**src/rtl/led_pwm_pkg.sv**
```systemverilog
/*
 * Shared constants and types for the sixteen-channel serial-loaded LED PWM sink.
 * Assumes a single 125 MHz system clock; every external level is synchronised before use.
 */
package led_pwm_pkg;
   // channel geometry
   localparam int unsigned NUM_CH = 16;
   localparam int unsigned GS_W = 12;
   localparam int unsigned TRIM_W = 6;
   localparam int unsigned GS_FRAME = 192;
   localparam int unsigned TRIM_FRAME = 96;

   // timing
   localparam int unsigned CLK_PERIOD_PS = 8000;
   localparam int unsigned STAGGER_PS = 20000;
   localparam int unsigned STAGGER_CYC = (STAGGER_PS / CLK_PERIOD_PS) < 1 ? 1 : (STAGGER_PS / CLK_PERIOD_PS);

   // register byte offsets
   localparam logic [11:0] STATUS_OFS = 12'h000;
   localparam logic [11:0] COUNT_OFS = 12'h004;
   localparam logic [11:0] CTRL_OFS = 12'h008;
   localparam logic [11:0] CAPT_OFS = 12'h00c;

   // field positions in the status and control words
   localparam int unsigned ST_OVERTEMP_BIT = 16;
   localparam int unsigned ST_DISABLE_BIT = 17;
   localparam int unsigned ST_PROGSEL_BIT = 18;
   localparam int unsigned ST_TRIMSRC_BIT = 19;
   localparam int unsigned CTRL_PROG_BIT = 0;

   // reset values
   localparam logic [GS_W-1:0] GS_RESET = 12'h000;
   localparam logic [TRIM_W-1:0] TRIM_RESET = 6'h3f;
   localparam logic [TRIM_W-1:0] EEPROM_RESET = 6'h3f;

   // error sources travelling together
   typedef struct packed {
      logic overtemp_flag;
      logic [NUM_CH-1:0] open_led_flag;
   } err_flags_t;
endpackage

```
**src/rtl/led_pwm_serial_loader.sv**
```systemverilog
/*
 * Sixteen-channel grayscale PWM sink driver loaded over a three-wire shift link.
 * Assumes shift clock, latch, grayscale clock and sense inputs are asynchronous pins
 * sampled by pclk; the shift clock runs well below pclk/4 so every edge is seen.
 */
`timescale 1ns/1ps
`default_nettype none

// How it works
// each rising shift clock edge shifts serial_in into the input register
// a high latch pulse after a full frame moves the frame inside
// inner registers follow the shift register throughout the latch-high level
// frames travel most significant bit first
// frame is 96 bits in trim mode and 192 in grayscale mode
// shifting during a PWM cycle leaves outputs alone until the latch
// host should latch new grayscale data at a cycle end only
// latched grayscale replaces the active value at once
// the bit leaving the shift register appears on serial_out
// status shifts out on serial_out while new data shifts in
// only serial_in, shift clock and latch pulse load data
// sixteen sink channels, each with own grayscale and trim
// 12-bit grayscale gives 4096 on-time steps per channel
// 6-bit trim gives 64 current steps per channel
// program_select decides which register set the latch updates
// a nonvolatile trim copy can replace the volatile trim register
// on-time equals grayscale value times grayscale clock period
// each channel switches about 20 ns after the one below; here 16 ns, two pclk cycles
// open-LED flag rises when a driven channel senses an open LED
// over-temperature flag rises when the die is too hot
// output_disable turns all channels off and clears the counter
// program_select and trim_source_select choose mode and trim source
// open-LED bits are captured into status on latch falling edge
// error output pulled low while any error flag is active
// counter advances per grayscale clock; channel on while counter below value
// shift and grayscale clock domains are asynchronous and crossed safely
module led_pwm_serial_loader #(
   parameter int unsigned NUM_CH = led_pwm_pkg::NUM_CH,
   parameter int unsigned GS_W = led_pwm_pkg::GS_W,
   parameter int unsigned TRIM_W = led_pwm_pkg::TRIM_W
) (
   // system
   input wire logic pclk,
   input wire logic presetn,
   // apb slave
   input wire logic psel,
   input wire logic penable,
   input wire logic pwrite,
   input wire logic [11:0] paddr,
   input wire logic [31:0] pwdata,
   output logic [31:0] prdata,
   output logic pready,
   output logic pslverr,
   // serial link
   input wire logic shift_clk,
   input wire logic serial_in,
   input wire logic latch_pulse,
   output logic serial_out,
   // mode and pwm control pins
   input wire logic program_select,
   input wire logic trim_source_select,
   input wire logic output_disable,
   input wire logic gs_clk,
   // analog sense pins
   input wire logic [NUM_CH-1:0] open_led_sense,
   input wire logic overtemp_sense,
   // sink channels and their current trim
   output logic [NUM_CH-1:0] sink_channel,
   output logic [NUM_CH*TRIM_W-1:0] current_trim,
   // open-drain error pin
   output logic error_out_n_out,
   output logic error_out_n_oe
);

   // derived sizes: frame widths, pin count and the stagger chain length
   localparam int unsigned GS_BITS = NUM_CH * GS_W;
   localparam int unsigned TR_BITS = NUM_CH * TRIM_W;
   localparam int unsigned NSYNC = NUM_CH + 8;
   localparam int unsigned STG = led_pwm_pkg::STAGGER_CYC;
   localparam int unsigned DLY_W = (NUM_CH - 1) * STG + 1;

   // synchroniser stages; first stage only feeds the second
   logic [NSYNC-1:0] raw_in;
   logic [NSYNC-1:0] meta_ff;
   logic [NSYNC-1:0] sync_ff;
   logic [NSYNC-1:0] prev_ff;

   // every pin passes two flops; only three of them load data
   assign raw_in = {open_led_sense, overtemp_sense, gs_clk, output_disable, trim_source_select,
                    program_select, latch_pulse, serial_in, shift_clk};

   // two-flop synchroniser on every asynchronous pin
   always_ff @(posedge pclk or negedge presetn) begin
      if (!presetn) begin
         meta_ff <= '0;
         sync_ff <= '0;
      end else begin
         meta_ff <= raw_in;
         sync_ff <= meta_ff;
      end
   end

   // settled levels one cycle late, so edges are found on clean values only
   always_ff @(posedge pclk or negedge presetn) begin
      if (!presetn) begin
         prev_ff <= '0;
      end else begin
         prev_ff <= sync_ff;
      end
   end

   // named views of the synchronised levels
   wire sclk_s = sync_ff[0];
   wire sin_s = sync_ff[1];
   wire lat_s = sync_ff[2];
   wire prog_s = sync_ff[3];
   wire tsrc_s = sync_ff[4];
   wire dis_s = sync_ff[5];
   wire gclk_s = sync_ff[6];
   wire otemp_s = sync_ff[7];
   wire [NUM_CH-1:0] sense_s = sync_ff[NSYNC-1:8];

   // edges found on the sampled link and grayscale clocks
   wire sclk_rise = sclk_s & ~prev_ff[0];
   wire lat_fall = ~lat_s & prev_ff[2];
   wire gclk_rise = gclk_s & ~prev_ff[6];

   // input shift register and inner register sets
   logic [GS_BITS-1:0] shift_ff;
   logic [GS_BITS-1:0] nxt_shift;
   logic [GS_BITS-1:0] gs_ff;
   logic [TR_BITS-1:0] trim_ff;
   logic [TR_BITS-1:0] eeprom_ff;
   logic [TR_BITS-1:0] nxt_eeprom;
   logic [GS_W-1:0] count_ff;
   logic [GS_W-1:0] nxt_count;
   led_pwm_pkg::err_flags_t flags_ff;
   led_pwm_pkg::err_flags_t nxt_flags;
   logic [NUM_CH-1:0] capt_ff;
   logic err_oe_ff;

   // status word loaded into the top of the shift register at latch fall
   // takes the flags captured at that same edge, not the previous capture
   wire [GS_BITS-1:0] status_frame = {flags_ff.open_led_flag, flags_ff.overtemp_flag,
                                      {(GS_BITS - NUM_CH - 1){1'b0}}};
   // frame top: bit 191 in grayscale mode, bit 95 in trim mode
   wire frame_msb = prog_s ? shift_ff[led_pwm_pkg::TRIM_FRAME-1] : shift_ff[GS_BITS-1];
   // trim-mode status sits in the low 96 bits' window, its top bit at the bit 95 frame top
   wire [GS_BITS-1:0] status_load = prog_s ? (status_frame >> (GS_BITS - led_pwm_pkg::TRIM_FRAME)) : status_frame;

   // shift left so the first bit in ends up most significant
   always_comb begin
      nxt_shift = shift_ff;
      if (sclk_rise) begin
         nxt_shift = {shift_ff[GS_BITS-2:0], sin_s};
      end else if (lat_fall) begin
         nxt_shift = status_load;
      end
   end

   // bit leaving the register drives the cascade / readback output
   assign serial_out = frame_msb;

   // shift register state; cleared so serial_out idles low after reset
   always_ff @(posedge pclk or negedge presetn) begin
      if (!presetn) begin
         shift_ff <= '0;
      end else begin
         shift_ff <= nxt_shift;
      end
   end

   // program select picks which inner set follows the shift register while the latch is high
   wire load_gs = lat_s & ~prog_s;
   wire load_trim = lat_s & prog_s;

   // grayscale set is transparent while the latch level is high
   always_ff @(posedge pclk or negedge presetn) begin
      if (!presetn) begin
         gs_ff <= {NUM_CH{led_pwm_pkg::GS_RESET}};
      end else if (load_gs) begin
         gs_ff <= shift_ff; // immediate overwrite mid-cycle
      end
   end

   // trim set, equally transparent in trim entry mode
   always_ff @(posedge pclk or negedge presetn) begin
      if (!presetn) begin
         trim_ff <= {NUM_CH{led_pwm_pkg::TRIM_RESET}};
      end else if (load_trim) begin
         trim_ff <= shift_ff[TR_BITS-1:0];
      end
   end

   // nonvolatile trim copy, programmed from the trim register by software
   logic prog_req;
   always_comb begin
      nxt_eeprom = eeprom_ff;
      if (prog_req) begin
         nxt_eeprom = trim_ff;
      end
   end

   // stored trim copy; changes only on a software program request
   always_ff @(posedge pclk or negedge presetn) begin
      if (!presetn) begin
         eeprom_ff <= {NUM_CH{led_pwm_pkg::EEPROM_RESET}};
      end else begin
         eeprom_ff <= nxt_eeprom;
      end
   end

   // trim source: low picks the stored copy, high the trim register
   wire [TR_BITS-1:0] trim_sel = tsrc_s ? trim_ff : eeprom_ff;
   // registered so the trim outputs never glitch while the source select moves
   logic [TR_BITS-1:0] trim_out_ff;
   always_ff @(posedge pclk or negedge presetn) begin
      if (!presetn) begin
         trim_out_ff <= {NUM_CH{led_pwm_pkg::TRIM_RESET}};
      end else begin
         trim_out_ff <= trim_sel;
      end
   end
   assign current_trim = trim_out_ff;

   // grayscale counter: advances per gs clock, cleared while disabled
   always_comb begin
      nxt_count = count_ff;
      if (dis_s) begin
         nxt_count = '0;
      end else if (gclk_rise) begin
         nxt_count = count_ff + 1'b1; // wraps after 4096 steps
      end
   end

   // counter state
   always_ff @(posedge pclk or negedge presetn) begin
      if (!presetn) begin
         count_ff <= '0;
      end else begin
         count_ff <= nxt_count;
      end
   end

   // per-channel compare, then staggered delay chain toward the pins
   logic [NUM_CH-1:0] pwm_raw;
   logic [NUM_CH-1:0] sink_ff;
   genvar ch;
   generate
      for (ch = 0; ch < NUM_CH; ch++) begin : g_ch
         logic [DLY_W-1:0] dly_ff;
         logic sink_q;
         // on while counter below value: value n gives n gs periods
         assign pwm_raw[ch] = ~dis_s & (count_ff < gs_ff[ch*GS_W +: GS_W]);

         always_ff @(posedge pclk or negedge presetn) begin
            if (!presetn) begin
               dly_ff <= '0;
            end else begin
               dly_ff <= {dly_ff[DLY_W-2:0], pwm_raw[ch]};
            end
         end

         // channel n waits n stagger steps, on both edges; disable acts at once
         always_ff @(posedge pclk or negedge presetn) begin
            if (!presetn) begin
               sink_q <= 1'b0;
            end else begin
               sink_q <= ~dis_s & dly_ff[ch*STG];
            end
         end
         // each channel's flop owns its bit of the sink vector
         assign sink_ff[ch] = sink_q;
      end
   endgenerate
   assign sink_channel = sink_ff;

   // error flags: open led on a driven channel, die over temperature
   always_comb begin
      nxt_flags.open_led_flag = sink_ff & sense_s;
      nxt_flags.overtemp_flag = otemp_s;
   end

   // flag state
   always_ff @(posedge pclk or negedge presetn) begin
      if (!presetn) begin
         flags_ff <= '0;
      end else begin
         flags_ff <= nxt_flags;
      end
   end

   // open-led bits frozen for readback at each latch fall
   always_ff @(posedge pclk or negedge presetn) begin
      if (!presetn) begin
         capt_ff <= '0;
      end else if (lat_fall) begin
         capt_ff <= flags_ff.open_led_flag;
      end
   end

   // pin follows the fresh flags so it lags them by no extra cycle
   always_ff @(posedge pclk or negedge presetn) begin
      if (!presetn) begin
         err_oe_ff <= 1'b0;
      end else begin
         err_oe_ff <= nxt_flags.overtemp_flag | (|nxt_flags.open_led_flag);
      end
   end

   // open-drain pin: drives low only while an error is present
   assign error_out_n_out = 1'b0;
   assign error_out_n_oe = err_oe_ff;

   // apb decode; zero-wait answers, unmapped access flagged
   wire acc = psel & penable;
   wire hit_status = (paddr == led_pwm_pkg::STATUS_OFS);
   wire hit_count = (paddr == led_pwm_pkg::COUNT_OFS);
   wire hit_ctrl = (paddr == led_pwm_pkg::CTRL_OFS);
   wire hit_capt = (paddr == led_pwm_pkg::CAPT_OFS);
   wire hit_any = hit_status | hit_count | hit_ctrl | hit_capt;
   assign prog_req = acc & pwrite & hit_ctrl & pwdata[led_pwm_pkg::CTRL_PROG_BIT];

   // status word assembly
   logic [31:0] status_word;
   always_comb begin
      status_word = '0;
      status_word[NUM_CH-1:0] = flags_ff.open_led_flag;
      status_word[led_pwm_pkg::ST_OVERTEMP_BIT] = flags_ff.overtemp_flag;
      status_word[led_pwm_pkg::ST_DISABLE_BIT] = dis_s;
      status_word[led_pwm_pkg::ST_PROGSEL_BIT] = prog_s;
      status_word[led_pwm_pkg::ST_TRIMSRC_BIT] = tsrc_s;
   end

   // read data mux; registers below read as zero outside their fields
   wire [31:0] rd_mux = hit_status ? status_word :
                        hit_count ? {{(32 - GS_W){1'b0}}, count_ff} :
                        hit_capt ? {{(32 - NUM_CH){1'b0}}, capt_ff} : 32'h0000_0000;

   // zero wait states; error flagged only for unmapped addresses
   assign pready = 1'b1;
   assign pslverr = acc & ~hit_any;
   assign prdata = (acc & ~pwrite) ? rd_mux : 32'h0000_0000;

endmodule
`default_nettype wire

```
**config.mk**
```make
export PLATFORM = sky130hd
export DESIGN_NAME = led_pwm_serial_loader
export DESIGN_NICKNAME = d
export VERILOG_FILES = /design/src/rtl/led_pwm_pkg.sv /design/src/rtl/led_pwm_serial_loader.sv
export SDC_FILE = /design/constraint.sdc
export NUM_CORES = 1
export LEC_CHECK = 0
export ABC_AREA = 1
export BUFFER_PORTS_ARGS = -buffer_cell sky130_fd_sc_hd__buf_2
export CORE_AREA = 2 2 323 325
export DETAILED_ROUTE_END_ITERATION = 10
export DIE_AREA = 0 0 325 327
export PLACE_DENSITY = 0.58
export RECOVER_POWER = 100
export SETUP_SLACK_MARGIN = 0.15
export SYNTH_ARGS = -nofsm -noshare
export SYNTH_HDL_FRONTEND = slang
export SYNTH_SLANG_ARGS = --single-unit
```
**constraint.sdc**
```tcl
create_clock -name pclk -period 2 [get_ports pclk]
set_input_delay 0.2 -clock pclk [delete_from_list [all_inputs] [get_ports pclk]]
set_output_delay 0.2 -clock pclk [all_outputs]
set_load 0.02 [all_outputs]
```
# After elaboration in Yosys (flattened, before gate mapping)
# Cells that the tools add are included.
# totals
register_bits,1045
input_bits,73
word_cells,135
# op_classes
addsub,1
order_cmp,16
n_eq_ne,3
n_mux,11
n_bitwise,55
n_reduce_logical,4
# op_table
operator,n
$mux 192,3
$lt 12x12->1,16
$mux 32,3
$mux 96,1
$and 1x1->1,43
$eq 12x4->1 const B,2
$mux 12,2
$and 16x16->16,1
$mux 16,1
$reduce_or 16->1,1
$add 12x1->12 const B,1
$eq 12x3->1 const B,1
$logic_not 12->1,1
$not 1->1,7
$or 1x1->1,4
$reduce_bool 2->1,2
$mux 1,1

# Logic depth before layout (Yosys ltp)
# Gate-level depths: netlist (run 1).
# logic_depth
word_depth,6
mapped_depth,10

# Worst setup path after synthesis (run 1)
# OpenSTA, ideal clock, no wires.
# synth_timing
kind,register to register
start,reg count_ff[1]
end,reg count_ff[8]
setup_time_ns,0.071
arrival_ns,1.602
required_ns,1.929
slack_ns,0.326
path_stages_with_launch,10
path_cell_list,dfrtp_1 -> ha_1 -> nand2_1 -> nor2_1 -> nand2_1 -> nor2_1 -> nand2_1 -> nand2_1 -> inv_1 -> nor2_1
# synth_between
elab_chain_cells,3
# synth_rtl
element,line,rtl
"start, declared",led_pwm_serial_loader.sv:134,logic [GS_W-1:0] count_ff;
"start signal, assigned",led_pwm_serial_loader.sv:240,count_ff <= nxt_count;
$add 12x1->12,led_pwm_serial_loader.sv:231,nxt_count = count_ff + 1'b1;
$mux 12,led_pwm_serial_loader.sv:230,end else if (gclk_rise) begin
$mux 12,led_pwm_serial_loader.sv:228,if (dis_s) begin
# Every way passes these cells. The select of a mux whose other input is x is not followed.
# A chain may end at the register's enable or synchronous reset.

# Final worst setup path (run 1)
# layout_timing
start,reg count_ff[1]
end,out prdata[1]
# layout_between
elab_chain_cells,3
# layout_rtl
element,line,rtl
$mux 32,led_pwm_serial_loader.sv:336,"hit_count ? {{(32 - GS_W){1'b0}}, count_ff} :"
$mux 32,led_pwm_serial_loader.sv:335,wire [31:0] rd_mux = hit_status ? status_word :
$mux 32,led_pwm_serial_loader.sv:342,assign prdata = (acc & ~pwrite) ? rd_mux : 32'h0000_0000;
"end, declared",led_pwm_serial_loader.sv:50,"output logic [31:0] prdata,"
# Every way passes these cells.

==> results of run 1 <==
==> metal layers <==
metal	routed length, um	track usage (%)	share of wire (%)
met5	16	0	0.018
met4	1590	4.31	1.8
met3	3720	2.54	4.2
met2	41400	27.5	47
met1	41400	23.4	47
==> cell usage after synthesis (all sizes together) <==
cell    count
a21oi      97
a31oi       1
buf       134
clkbuf     64
clkinv      1
conb        2
dfrtp     753
dfstp     288
ha        177
inv       556
nand2     778
nand3      65
nand3b     12
nand4      38
nor2      103
nor3       24
nor3b       8
o21ai     516
o221ai     34
o22ai     157
==> flip-flops by register name, indices dropped and copies added (netlist names), 17 cells and up <==
| name | count |
|---|---|
| g_ch.dly_ff | 256 |
| gs_ff | 192 |
| shift_ff | 192 |
| current_trim | 96 |
| eeprom_ff | 96 |
| trim_ff | 96 |
| meta_ff | 24 |
| sync_ff | 24 |
| flags_ff | 17 |
==> cell families (layout without fill, tap and decap cells) <==
kind of cell	Yosys count	in the layout	synth area share, %
flops	1041	1041	64.8
simple gates	1028	1028	10.3
compound gates	805	805	11.5
buf+inv	755	1103	7.98
fa+ha+maj	177	177	5.43
other cells	2	15	0.0184
==> power by group through the flow <==
stage                     Sequential (uW)  Clock [uW]  Combinational [uW]
after CTS                           21700       20100                1720
after global placement              22100           0                1630
after detailed placement            22100           0                1640
after global routing                21700       21000                1780
after floorplan                     22000           0                 752
final                               21700       19500                1560
==> layout by cell type (no fill, tap or decap), types with 52 or more instances in the layout <==
cell type  instances
inv_1            545
dfrtp_1          738
a21oi_1           94
nand3_1           62
dfstp_2          288
clkbuf_1         192
ha_1             176
clkbuf_16        103
o21ai_0          501
buf_4             52
o22ai_1          157
nand2_1          772
nor2_1            96
==> worst paths after layout <==
check	from	to	cells past startpoint
setup reg to reg	sync_ff[2]	shift_ff[113]	5
min in group pclk	pwrite	eeprom_ff[81]	6
max in group asynchronous	presetn	current_trim[37]	4
hold reg to reg	g_ch[8].dly_ff[0]	g_ch[8].dly_ff[1]	0
setup / recovery	count_ff[1]	prdata[1]	7
hold / removal	presetn	shift_ff[188]	2
==> timing repair <==
| action | CTS | global route |
|---|---|---|
| gates cloned | 1 | 0 |
| hold endpoints to repair | 480 | 0 |
| pin swaps | 14 | 14 |
| gates resized for setup | 76 | 20 |
| setup endpoints to repair | 20 | 22 |
| buffers inserted | 31 | 6 |
| hold buffers | 26 | 0 |
==> through the flow <==
| stage | total power [uW] | hold slack (ps) | worst slack [ps] | cell area (um^2) | cells |
|---|---|---|---|---|---|
| 2_1_floorplan | 22800 | -95.6 | 326 | 40800 | 3820 |
| 3_3_place_gp | 23700 | 180 | 163 | 43700 | 5294 |
| 3_5_place_dp | 23700 | 177 | 172 | 43700 | 5294 |
| 4_1_cts | 43500 | 29.0 | 65.2 | 47900 | 5542 |
| 5_1_grt | 44500 | 59.5 | 18.3 | 47100 | 5549 |
| 6_report | 42800 | 45.0 | 111 | 47100 | 5549 |
==> layout make-up <==
cell class                      instances  area, um^2  share of cell area (%)
Sequential cell                      1041       26400                    56.2
Inverter                              557        2100                    4.47
Timing Repair Buffer                  356        2350                    5.00
Antenna cell                            1        2.50                 0.00532
Clock buffer                          156        3050                    6.47
Multi-Input combinational cell       2024       11000                    23.3
Tap cell                             1380        1730                    3.67
Clock inverter                         34         439                   0.933
==> metrics.md, run 1 <==
| Metric | Value |
|---|---|
| H-tree depth | `3` |
| Core area | `103,000 um^2` |
| Max-slew headroom | `15.1%` |
| R2r setup slk | `120 ps` |
| TritonCTS clock tree | `built` |
| Sw Ratio | `22.4%` |
| CP Capture Type | `output port` |
| Setup tns final | `0 ps` |
| Max-cap violations | `0` |
| Leakage | `0.0209 uW` |
| Num CTS Buffers | `103` |
| CP delay by family, top | `buffers and inverters` |
| Final Hold Vio Count | `0` |
| Slowest stage delay, CP | `390 ps` |
| Slowest cell on the critical path | `dfrtp_1` |
| WL/cell | `15.9 um` |
| Area contributors post-synth | `dfrtp_1, dfstp_2, nand2_1, ha_1, o21ai_0` |
| Final nets | `4,333` |
| Power share of the clock group | `45.7%` |
| Worst path most repeated cell | `buf_12` |
| Vias | `26,200` |
| P_int | `33,200 uW` |
| Gr usage total | `16.8%` |
| Max-slew violations | `0` |
| Least-Margin Pin Slew | `1270 ps` |
| Root buffer cell | `clkbuf_16` |
| 1st-iter DRT viols | `1,635` |
| Post-Syn Area | `40,800 um^2` |
| Tcrit/Tclk final | `94.5%` |
| Die ar. | `106,000 um^2` |
| Clk Latency, worst-skew pair | `680 ps` |
| Yosys reg bits | `1,041` |
| Pwr Density | `910 nW/um^2` |
| CP Max Fanout | `2` |
| Post-route ant nets | `0` |
| IO Pins | `222` |
| First-pass GRT wire length | `144,000 um` |
| Data arrival time of the critical path | `1690 ps` |
| Worst hold path class | `input pin to async pin` |
| Final setup fails | `0` |
| Row cnt | `118` |
| Area leader, netlist | `dfrtp_1` |
| Fmax | `529 MHz` |
| Unique masters post-synth | `33` |
| Post-Syn Instances | `3,808` |
| Buffers on Ports | `176` |
| Via/cell ratio | `4.72` |
| Hpwl dp | `56,300 um` |
| Worst IR drop on VDD | `598 uV` |
| DRC errors left | `0` |
| Clock skew | `21.5 ps` |
| Number of global-route vias before repair | `26,000` |
| Fillers | `9,749` |
| NetSw | `9570 uW` |
| Routed WL | `88,100 um` |
| Initial antenna violation count | `4` |
| RSZ-0062 raised after global routing | `true` |
| Critical path, cell by cell | `buf_12, buf_12, nand3_4, nand3_2, nand2_2, inv_2, buf_6` |
| Clock-pin slew on the worst setup and hold paths | `60 ps` |
| Drt pass-1 iters | `5` |
| Clock sink count | `1,041` |
| Status | `complete, no violations` |
| Gr ovfl total | `0` |
| Kind of critical path | `flop to output port` |
| Average size of a mapped cell | `10.7 um^2` |
| CP Buf/Inv Count | `4` |
| Reg power frac | `50.7%` |
| Synth warn | `0` |
| Crit start category | `flop` |
| Area grow syn2layout | `15.5%` |
| Share of cells above drive strength 1 | `16.3%` |
| Die height | `327 um` |
| Post-layout util | `45.7%` |
| Clk buf depth | `3` |
| Largest net degree at the start of global routing | `193` |
| Routability cong. | `0.836` |
| Gate power share | `3.6%` |
| Starting Density | `39.6%` |
| Post-layout min period | `1890 ps` |
| Crit path required time | `1800 ps` |
| Seq/Total Area, Yosys | `64.8%` |
| Die X | `325 um` |
| Yosys top cell area share | `46.2%` |
(Power assumes the default switching activity.)
==> run 2: changes to the inputs <==
RECOVER_POWER = unset   (was 100)
==> metrics.md, run 2 (synthesized netlist as in run 1, its figures left out) <==
| Metric | Value |
|---|---|
| Max-slew headroom | `50.7% (+36 points)` |
| Data arrival time of the critical path | `1690 ps (about the same)` |
| Worst IR drop on VDD | `606 uV (+1.3%)` |
| CP Max Fanout | `2 (unchanged)` |
| Gr ovfl total | `0 (unchanged)` |
| Crit start category | `flop` |
| Critical path launch point | `count_ff[1]` |
| Routed WL | `87,700 um (-0.41%)` |
| Via/cell ratio | `4.72 (about the same)` |
| Tcrit/Tclk final | `94.5% (about the same)` |
| Clk Latency, worst-skew pair | `680 ps (about the same)` |
| Sw Ratio | `22.4% (about the same)` |
| Vias | `26,200 (-0.015%)` |
| Root buffer cell | `clkbuf_16` |
| Hold slack | `67.8 ps (+22.8 ps)` |
| Max reg flops | `256 (unchanged)` |
| Routability cong. | `0.836 (unchanged)` |
| Number of global-route vias before repair | `26,000 (unchanged)` |
| Most common cell after layout, fill and taps aside | `nand2_1` |
| RSZ-0062 raised after global routing | `true` |
| Max-cap violations | `0 (unchanged)` |
| Post-route ant nets | `0 (unchanged)` |
| Final Hold Vio Count | `0 (unchanged)` |
| Clk buf depth | `3 (unchanged)` |
| Biggest register | `g_ch.dly_ff` |
| Area grow syn2layout | `17.9%` |
| Status | `complete, no violations` |
| Clock-pin slew on the worst setup and hold paths | `60 ps (about the same)` |
| Largest regs | `g_ch.dly_ff x256, gs_ff x192, shift_ff x192` |
| Die ar. | `106,000 um^2 (unchanged)` |
| 1st-iter DRT viols | `1,578 (-3.5%)` |
| Num CTS Buffers | `103 (unchanged)` |
| Least-Margin Pin Slew | `740 ps (-533 ps)` |
| Fmax | `529 MHz (about the same)` |
| Clock sink count | `1,041 (unchanged)` |
| Buffers on Ports | `176 (unchanged)` |
| Kind of critical path | `flop to output port` |
| Starting Density | `39.6% (unchanged)` |
| Commonest non-fill, non-tap cells in the layout | `nand2_1, dfrtp_1, inv_1` |
| First-pass GRT wire length | `144,000 um (unchanged)` |
| Largest net degree at the start of global routing | `193 (unchanged)` |
| Clock skew | `23.2 ps (+1.74 ps)` |
| Gate power share | `3.9% (+0.3 points)` |
| WL/cell | `15.8 um (-0.41%)` |
| Max-slew violations | `0 (unchanged)` |
| Share of cells above drive strength 1 | `22.3% (+6.0 points)` |
| Initial antenna violation count | `4 (unchanged)` |
| Reg power frac | `50.5% (-0.2 points)` |
| Hpwl dp | `56,300 um (unchanged)` |
| Critical R2R Launch | `count_ff[1]` |
| Power share of the clock group | `45.5% (-0.2 points)` |
| Die X | `325 um (unchanged)` |
| NetSw | `9600 uW (+0.30%)` |
| Gr usage total | `16.8% (unchanged)` |
| Final nets | `4,333 (unchanged)` |
| IO Pins | `222 (unchanged)` |
| Final setup fails | `0 (unchanged)` |
| Setup tns final | `0 ps (unchanged)` |
| Leakage | `0.0219 uW (+4.4%)` |
| Row cnt | `118 (unchanged)` |
| Worst hold path class | `input pin to async pin` |
| Post-layout util | `46.7% (+0.97 points)` |
| TritonCTS clock tree | `built` |
| Core area | `103,000 um^2 (unchanged)` |
| Pwr Density | `894 nW/um^2 (-1.8%)` |
| Crit path required time | `1800 ps (about the same)` |
| Post-layout min period | `1890 ps (+0.775 ps)` |
| Die height | `327 um (unchanged)` |
| CP Capture Type | `output port` |
| DRC errors left | `0 (unchanged)` |
| Drt pass-1 iters | `5 (unchanged)` |
| H-tree depth | `3 (unchanged)` |
| P_int | `33,300 uW (+0.33%)` |
| Power, Total | `42,900 uW (+0.32%)` |
-- run 2: cell count changes in the layout (fill, tap and decap cells not counted), sizes merged --
cell and delta:
clkbuf -196, buf +196
-- run 2: final cells by class --
type                            count  area, um^2
Fill cell                        9499       54900
Sequential cell                  1041       26400
Multi-Input combinational cell   2024       11300
Clock buffer                      156        3050
Timing Repair Buffer              356        3030
Inverter                          557        2100
Tap cell                         1380        1730
Clock inverter                     34         439
Antenna cell                        1        2.50
-- run 2: path summary, 6_finish.rpt --
check	end	slack [ps]	cells past startpoint
setup / recovery	prdata[1]	110	7
hold reg to reg	g_ch[8].dly_ff[1]	330	0
min in group pclk	eeprom_ff[82]	90	6
max in group asynchronous	eeprom_ff[50]	960	4
hold / removal	shift_ff[188]	70	2
setup reg to reg	count_ff[8]	220	11
-- run 2: timing repair --
action / CTS / global route
pin swaps: 14 / 14
hold buffers: 26 / 0
endpoints found under the setup margin: 20 / 22
hold endpoints to repair: 480 / 0
resized for setup: 76 / 20
cloned: 1 / 0
buffers inserted: 31 / 6
-- run 2: worst max-delay path: stages, from the launching register on --
cell	delay, ps
dfrtp_1	390
buf_12	140
buf_12	120
nand3_4	60
nand3_2	70
nand2_2	80
inv_2	40
buf_6	120
-- run 2: layer usage --
metal,track usage (%),share of wire (%),vias to the layer above
li1,-,-,12800
met1,23.4,47,12800
met2,27.5,47,439
met3,2.54,4.1,111
met4,4.31,1.8,2
met5,0,0.018,-
-- run 2: power groups by stage --
stage	registers [uW]	logic (uW)	clock network, uW
finish	21700	1690	19600
global placement	22100	1630	0
detailed placement	22100	1640	0
global route	21700	1910	21000
floorplan	22000	752	0
CTS	21700	1720	20100
-- run 2: stage by stage --
step,area (um^2),cells,worst slack [ps]
finish,48100,5549,110
detailed placement,43700,5294,172
CTS,47900,5542,65.2
global route,48100,5549,35.6
global placement,43700,5294,163
floorplan,40800,3820,326
